## config.mk

```make
export PLATFORM = sky130hd
export DESIGN_NAME = ocs_top
export DESIGN_NICKNAME = d
export VERILOG_FILES = /design/src/ocs_top.v
export VERILOG_INCLUDE_DIRS = /design/src
export SDC_FILE = /design/constraint.sdc
export NUM_CORES = 1
export LEC_CHECK = 0
export BUFFER_PORTS_ARGS = -buffer_cell sky130_fd_sc_hd__clkbuf_2
export CAP_MARGIN = 20
export CORE_MARGIN = 10
export CORE_UTILIZATION = 60
export CTS_BUF_LIST = sky130_fd_sc_hd__clkbuf_8
export DETAILED_ROUTE_END_ITERATION = 6
export GPL_TIMING_DRIVEN = 0
export PLACE_DENSITY_LB_ADDON = 0.12
export SYNTH_ARGS = -nofsm -noshare
export SYNTH_HDL_FRONTEND = slang
export SYNTH_SLANG_ARGS = --single-unit
```

## constraint.sdc

```tcl
create_clock -name MCLK -period 4.6 [get_ports MCLK]
set_input_delay 0.92 -clock MCLK [delete_from_list [all_inputs] [get_ports MCLK]]
set_output_delay 0.92 -clock MCLK [all_outputs]
set_load 0.005 [all_outputs]
```

## src/ocs_consts.vh

```
/*
 constants for the oscillator master clock select block.
 assumes: included by ocs_top.v and by every other file of the project; no timescale here.
*/
`ifndef OCS_CONSTS_VH
`define OCS_CONSTS_VH
// ****************************************
// frequency table
// ****************************************
`define OCS_SEL_W 5
`define OCS_NUM_FREQ 5'h15
`define OCS_SEL_DEFAULT 5'h00
// nominal frequencies in kHz, index 0..20
`define OCS_KHZ_W 18
`define OCS_F00 18'h0_0820
`define OCS_F01 18'h0_099C
`define OCS_F02 18'h0_0C62
`define OCS_F03 18'h0_10C2
`define OCS_F04 18'h0_15A4
`define OCS_F05 18'h0_1B58
`define OCS_F06 18'h0_2076
`define OCS_F07 18'h0_23D2
`define OCS_F08 18'h0_27F6
`define OCS_F09 18'h0_33F4
`define OCS_F10 18'h0_39BC
`define OCS_F11 18'h0_4FEC
`define OCS_F12 18'h0_67E8
`define OCS_F13 18'h0_7378
`define OCS_F14 18'h0_81E2
`define OCS_F15 18'h0_9470
`define OCS_F16 18'h0_AD2A
`define OCS_F17 18'h0_CFD0
`define OCS_F18 18'h1_03A4
`define OCS_F19 18'h1_5A56
`define OCS_F20 18'h2_0788
// ****************************************
// divider and sync
// ****************************************
`define OCS_DIV_W 8
`define OCS_SYNC_W 3
`define OCS_ONE_DIV 8'h01
`endif

```

## src/ocs_top.v

```verilog
/*
 on-chip oscillator control: master clock frequency select, enable and divider.
 assumes: MCLK stands for the free-running oscillator core; the loader presents
 clock configuration bits with a one-cycle strobe; USER_OSC_EN comes from a pin.
*/
// Behaviour
// RULE1 - after power-up and before configuration, run at the 2.08 MHz default.
// RULE2 - switch to the chosen frequency once the clock configuration bits arrive.
// RULE3 - with no frequency chosen, stay at the 2.08 MHz default.
// RULE4 - oscillator turned on or off by a configuration bit and a user input.
// RULE5 - output routable to the global clock tree or as PLL reference.
// RULE6 - output may be divided by internal logic before use.
// RULE7 - only the fixed table of nominal frequencies, 2.08 to 133 MHz, is accepted.
// RULE8 - run only when both enables ask; no truncated pulses on any change. A CFG_ROUTE_PLL change moves GCLK_EN/PLL_REF_EN at once, mid-period.
`timescale 1ns/1ps
`include "ocs_consts.vh"
module ocs_top #(
	parameter DIV_W = `OCS_DIV_W
) (
	input wire MCLK,
	input wire SYS_RST,
	input wire CFG_CLK_STB,
	input wire CFG_CLK_VALID,
	input wire [`OCS_SEL_W-1:0] CFG_CLK_SEL,
	input wire CFG_OSC_EN,
	input wire USER_OSC_EN,
	input wire [DIV_W-1:0] CFG_DIV,
	input wire CFG_ROUTE_PLL,
	output wire [`OCS_SEL_W-1:0] FREQ_SEL,
	output wire [`OCS_KHZ_W-1:0] FREQ_KHZ,
	output wire SEL_REJECT,
	output wire OSC_RUN,
	output wire GCLK_EN,
	output wire PLL_REF_EN,
	output wire OSC_TICK
);
	// ****************************************
	// frequency table lookup
	// ****************************************
	function [`OCS_KHZ_W-1:0] khz_of;
		input [`OCS_SEL_W-1:0] s;
		begin
			case (s)
				5'h00: khz_of = `OCS_F00;
				5'h01: khz_of = `OCS_F01;
				5'h02: khz_of = `OCS_F02;
				5'h03: khz_of = `OCS_F03;
				5'h04: khz_of = `OCS_F04;
				5'h05: khz_of = `OCS_F05;
				5'h06: khz_of = `OCS_F06;
				5'h07: khz_of = `OCS_F07;
				5'h08: khz_of = `OCS_F08;
				5'h09: khz_of = `OCS_F09;
				5'h0A: khz_of = `OCS_F10;
				5'h0B: khz_of = `OCS_F11;
				5'h0C: khz_of = `OCS_F12;
				5'h0D: khz_of = `OCS_F13;
				5'h0E: khz_of = `OCS_F14;
				5'h0F: khz_of = `OCS_F15;
				5'h10: khz_of = `OCS_F16;
				5'h11: khz_of = `OCS_F17;
				5'h12: khz_of = `OCS_F18;
				5'h13: khz_of = `OCS_F19;
				5'h14: khz_of = `OCS_F20;
				default: khz_of = `OCS_F00;
			endcase
		end
	endfunction

	// ****************************************
	// user enable synchroniser
	// ****************************************
	reg [`OCS_SYNC_W-1:0] usr_sync_ff;
	reg usr_en_ff;
	always @(posedge MCLK or posedge SYS_RST) begin
		if (SYS_RST) begin
			usr_sync_ff <= {`OCS_SYNC_W{1'b0}};
			usr_en_ff <= 1'b0;
		end else begin
			usr_sync_ff <= {usr_sync_ff[`OCS_SYNC_W-2:0], USER_OSC_EN};
			// change counts only when second and third stages agree
			if (usr_sync_ff[`OCS_SYNC_W-2] == usr_sync_ff[`OCS_SYNC_W-1])
				usr_en_ff <= usr_sync_ff[`OCS_SYNC_W-1];
		end
	end

	// ****************************************
	// frequency selection
	// ****************************************
	reg [`OCS_SEL_W-1:0] sel_ff;
	reg reject_ff;
	wire sel_ok = CFG_CLK_SEL < `OCS_NUM_FREQ;
	always @(posedge MCLK or posedge SYS_RST) begin
		if (SYS_RST) begin
			sel_ff <= `OCS_SEL_DEFAULT; // RULE1
			reject_ff <= 1'b0;
		end else if (CFG_CLK_STB) begin
			if (!CFG_CLK_VALID)
				sel_ff <= `OCS_SEL_DEFAULT; // RULE3
			else if (sel_ok)
				sel_ff <= CFG_CLK_SEL; // RULE2
			// out-of-table codes leave the current setting untouched
			reject_ff <= CFG_CLK_VALID & ~sel_ok; // RULE7
		end
	end
	assign FREQ_SEL = sel_ff;
	assign FREQ_KHZ = khz_of(sel_ff);
	assign SEL_REJECT = reject_ff;

	// ****************************************
	// enable gate and divider
	// ****************************************
	// new divide value and enables take effect only at a period boundary,
	// so a change never cuts a pulse short
	reg run_ff;
	reg [DIV_W-1:0] div_ff;
	reg [DIV_W-1:0] cnt_ff;
	reg tick_ff;
	wire want_run = CFG_OSC_EN & usr_en_ff; // RULE4
	wire [DIV_W-1:0] div_eff = (CFG_DIV == {DIV_W{1'b0}}) ? `OCS_ONE_DIV : CFG_DIV;
	wire at_end = (cnt_ff == div_ff - `OCS_ONE_DIV);
	always @(posedge MCLK or posedge SYS_RST) begin
		if (SYS_RST) begin
			run_ff <= 1'b0;
			div_ff <= `OCS_ONE_DIV;
			cnt_ff <= {DIV_W{1'b0}};
			tick_ff <= 1'b0;
		end else if (!run_ff || at_end) begin
			run_ff <= want_run; // RULE8
			div_ff <= div_eff; // RULE6
			cnt_ff <= {DIV_W{1'b0}};
			tick_ff <= want_run;
		end else begin
			cnt_ff <= cnt_ff + `OCS_ONE_DIV;
			tick_ff <= 1'b0;
		end
	end
	assign OSC_RUN = run_ff;
	assign OSC_TICK = tick_ff & run_ff;
	assign GCLK_EN = run_ff & ~CFG_ROUTE_PLL; // RULE5
	assign PLL_REF_EN = run_ff & CFG_ROUTE_PLL; // RULE5
endmodule // ocs_top

```

### After elaboration in Yosys (flattened, before gate mapping)

Memories as Yosys holds them, arrays and structs flattened.
Cells that the tools add are included.
Widths: inputs -> output; s select.

* register bits: 28
* output and inout bits: 28
* bits of input ports: 20
* ROM bits: 544
* memories kept: 1
* word-level logic and storage cells: 31

* eq/ne operators: 3
* reductions and logical operators: 4
* muxes and demuxes: 5
* bitwise logic cells: 7
* magnitude comparators: 1
* add/subtract/negate cells: 2

Memories
* (no name shown): words 32, width 17, read ports 1, clocked after Yosys merged registers in 0, write ports 0, line ocs_top.v:43 `case (s)`

Operators with widths (number)
* $mux 8: 2
* $mux 5: 2
* $add 8x1->8 const B: 1
* $eq 8x8->1: 1
* $logic_not 8->1: 1
* $sub 8x1->8 const B: 1
* $and 1x1->1: 5
* $lt 5x5->1 const B: 1
* $ne 2x1->1 const B: 1
* $not 1->1: 2
* $reduce_and 2->1: 1
* $eq 1x1->1: 1
* $logic_not 1->1: 1
* $logic_or 1x1->1: 1
* $mux 1: 1

### Longest topological paths before layout

* word-level depth: 4
* mapped depth: 9
* depth with buffers taken out: 8

### Worst setup path after synthesis

No wires, ideal clock.

* path type: register -> register
* start point: register div_ff[0]
* end point: register div_ff[1]
* setup time: 125 ps
* slack: 1996 ps
* path buffers: 0
* period minus slack after synthesis: 2604 ps
* stages on the path, launching flop included: 9
* arrival time: 2479 ps
* required time: 4475 ps
* path through: dfstp_2 -> inv_1 -> ha_1 -> o21bai_1 -> a211o_2 -> a21oi_1 -> nor2_1 -> o41ai_4 -> mux2_2

* cells in the longest elaborated chain, start to end: 3

Ends and longest elaborated chain
* from (decl): line ocs_top.v:116 `reg [DIV_W-1:0] div_ff;`
* from (signal assigned): line ocs_top.v:125 `` div_ff <= `OCS_ONE_DIV; ``
* from (signal assigned): line ocs_top.v:130 `div_ff <= div_eff;`
* $sub 8x1->8 (no line)
* $eq 8x8->1 (no line)
* $logic_or 1x1->1: line ocs_top.v:128 `end else if (!run_ff || at_end) begin`

No other way between the ends.
A chain may end at the register's enable or synchronous reset.

### Worst setup path after layout

* start point: register sel_ff[1] (netlist: FREQ_SEL[1])
* end point: output port FREQ_KHZ[7]

* cells in the longest elaborated chain, start to end: 1

Ends and longest elaborated chain
* from (decl): line ocs_top.v:90 `` reg [`OCS_SEL_W-1:0] sel_ff; ``
* from (signal assigned): line ocs_top.v:95 `` sel_ff <= `OCS_SEL_DEFAULT; ``
* from (signal assigned): line ocs_top.v:99 `` sel_ff <= `OCS_SEL_DEFAULT; ``
* $mem_v2 32x17
* to (decl): line ocs_top.v:30 `` output wire [`OCS_KHZ_W-1:0] FREQ_KHZ, ``

No other way between the ends.

==> results.toml <==
[outcome]
status = "finished, final reports clean"

[yosys]
synth-seq-cells = 28
ys_types = 44
synth_ff_type = "dfrtp_1"
synth-async-reset-ratio_pct = 100
ys_warn_count = 0
synthesis.nets = 260
syn-cell-area_um2 = 1970
avgSynthCellArea_um2 = 8.65
ys_seq_area_share_pct = 35.6
synth_edf_count = 0
syn_inst = 228

[floorplan]
dieArea_um2 = 5980
pin_count = 48
core_area_um2 = 3100
start_util_pct = 63.5
die_h_um = 77.3
die_width_um = 77.3
rows = 20

[drt]
antenna_left = 0
drtIter0Drc = 220
wirelength_mm = 4.89
vias = 1825
drcViolationCount = 0
drt-pass1-iter-count = 4
avgViaCountPerCell = 5.65
routedWlPerCell_um = 15.1

[final_layout]
areaGrowthSynthToFinish_pct = 18.1
nets = 312
fill_cells = 261
drive_gt1_share_pct = 22.6
layoutNonFillerInstCount = 323
diodes = 0

[power_and_ir_drop]
vdd.ir_drop.worst_mv = 0.342
cellPowerDensity_nw_per_um2 = 471
leakagePower_uw = 0.00111
finalPower_uw = 1100

[sta]
slew_headroom_pct = 55.8
setup_tns_ns = 0
clock_skew_ns = 0.00442
tightest_slew_ns = 0.661
setup-violations-final = 0
fin_crit_sh_pct = 74.8
period_needed_ns = 3.44
maxSlewViolCount = 0
fmax_ghz = 0.291
rsz0062_at_grt = "false"
final_hold_viol_count = 0

[clocking]
cts-htree-levels = 1
post_cts_resized = 0
cts.clk_slew.worst_paths_ns = 0.09
cts_sinks = 28
cts_buffer_depth = 2
cts-buffers-inserted = 3
post-cts-setup-buffer-count = 0
cts-hold-fix-buffers = 0
cts_root_buffer = "clkbuf_8"
cts_tree = "done"
clk_latency_ns = 0.27

[critical_path]
cp_num_cells = 8
critPathBufInv = 3
cpPeakStageDelay_ns = 0.54
crit_arrival_ns = 2.52
critPathLaunchType = "flip-flop"
rr_worst_depth = 8
crit_fanout = 8
endpoint_kind = "output pin"
crit_chain = "clkbuf_1 > inv_1 > ha_1 > nand2b_1 > nand3b_1 > o21ai_0 > o21a_1 > clkbuf_2"
critical-path-top-delay-family = "buffers and inverters"
cp.required_ns = 3.68
crit_type = "flip-flop to output pin"
cp_slowest_cell = "dfrtp_1"

[worst_hold_path]
hold_depth = 0
hold_class = "flip-flop to flip-flop"

[placed_design]
routabilityCongestion = 0.923
place_hpwl_mm = 3.75
dpl.cell_count = 318
numPortBuffers = 46

[global_route]
gr-total-overflow = 0
grt_max_degree = 29
antenna_found_initial = 0
grt_pass1_vias = 1829
grt_pass1_wl_mm = 8.42
grtUsageTotal_pct = 16.2

[run]
drv_cap = 0
[sequential cells by signal (all words and copies together) (netlist names)]
register / count
OSC_RUN: 1
usr_sync_ff: 3
tick_ff: 1
cnt_ff: 8
SEL_REJECT: 1
usr_en_ff: 1
div_ff: 8
FREQ_SEL: 5
[layer usage]
layer / share of wire, % / vias up / GRT usage [%]
met5: 0 / - / 0
met4: 1.2 / 0 / 4.01
met3: 9.1 / 8 / 4.78
met2: 44 / 84 / 25.6
met1: 46 / 844 / 21.2
li1: - / 889 / -
[report_power, final]
part           leakage [uW]  switching, uW  internal [uW]
logic              0.000745            278            260
clock network     0.0000269           71.7           59.8
registers          0.000340           98.5            329
[synth_stat cells (all sizes together) (2+ instances only)]
| library cell | instances | area share [%] |
|---|---|---|
| nor2 | 24 | 4.6 |
| and3 | 3 | 0.95 |
| ha | 12 | 7.6 |
| nor3 | 6 | 1.5 |
| nand3 | 9 | 2.3 |
| mux2i | 7 | 3.6 |
| nand2 | 23 | 4.4 |
| o22ai | 2 | 0.63 |
| inv | 10 | 1.9 |
| and2 | 2 | 0.63 |
| a221oi | 2 | 0.89 |
| dfrtp | 27 | 34 |
| xor2 | 9 | 4.0 |
| nor4 | 3 | 0.95 |
| mux2 | 7 | 4.0 |
| o21a | 2 | 0.76 |
| a21oi | 10 | 2.5 |
| xnor2 | 9 | 4.0 |
| a211oi | 2 | 0.76 |
| nor2b | 7 | 2.2 |
| o31ai | 2 | 0.76 |
| clkbuf | 11 | 2.1 |
| o21ai | 18 | 4.6 |
| buf | 3 | 1.1 |
[cell usage in the layout, fill, tap and decap left out, types with 2 or more instances in the layout]
| master | n |
|---|---|
| clkbuf_8 | 3 |
| a221oi_1 | 2 |
| inv_1 | 11 |
| nand2_1 | 23 |
| and2_1 | 2 |
| nor2b_1 | 7 |
| a211oi_1 | 2 |
| o21ai_0 | 18 |
| and3_1 | 3 |
| o22ai_1 | 2 |
| o31ai_1 | 2 |
| nor4_1 | 3 |
| a21oi_1 | 10 |
| xor2_1 | 9 |
| dfrtp_1 | 27 |
| o21a_1 | 2 |
| nand3_1 | 9 |
| mux2i_1 | 7 |
| xnor2_1 | 9 |
| nor2_1 | 24 |
| mux2_2 | 7 |
| nor3_1 | 6 |
| ha_1 | 12 |
| clkbuf_1 | 11 |
| clkbuf_2 | 46 |
[final timing paths]
check	start	to	slack (ns)
max	FREQ_SEL[1]	FREQ_KHZ[7]	1.16
min	usr_sync_ff[0]	usr_sync_ff[1]	0.36
max reg2reg	div_ff[0]	div_ff[4]	1.74
min reg2reg	usr_sync_ff[0]	usr_sync_ff[1]	0.36
max in group asynchronous	SYS_RST	div_ff[0]	3.58
min in group asynchronous	SYS_RST	FREQ_SEL[4]	0.54
[cell families after synthesis]
| group | after synthesis | synth area share (%) |
|---|---|---|
| simple gates | 82 | 19.3 |
| buf+inv | 24 | 5.14 |
| xor+xnor | 18 | 8.00 |
| other cells | 1 | 0.190 |
| flops | 28 | 35.6 |
| compound gates | 48 | 16.1 |
| fa+ha+maj | 13 | 8.12 |
| mux | 14 | 7.55 |
[per-stage QoR]
stage | util, % | hold slack, ns | area (um2) | setup WS [ns]
after floorplan | - | 0.331 | 1970 | 2.00
after global placement | 72.7 | 0.342 | 2260 | 1.58
after detailed placement | 72.7 | 0.336 | 2260 | 1.54
after CTS | 74.2 | 0.367 | 2300 | 1.21
after global routing | 75.1 | 0.382 | 2330 | 0.974
final | 75.1 | 0.364 | 2330 | 1.16
[final cells by class]
class,count,area [um2],area share [%]
Buffer,14,63.8,2.74
Clock buffer,3,41.3,1.77
Clock inverter,1,3.75,0.161
Inverter,10,37.5,1.61
Multi-Input combinational cell,176,1170,50.2
Sequential cell,28,702,30.1
Tap cell,44,55.1,2.36
Timing Repair Buffer,47,258,11.1
No activity file was read; power rests on OpenSTA's default activity.
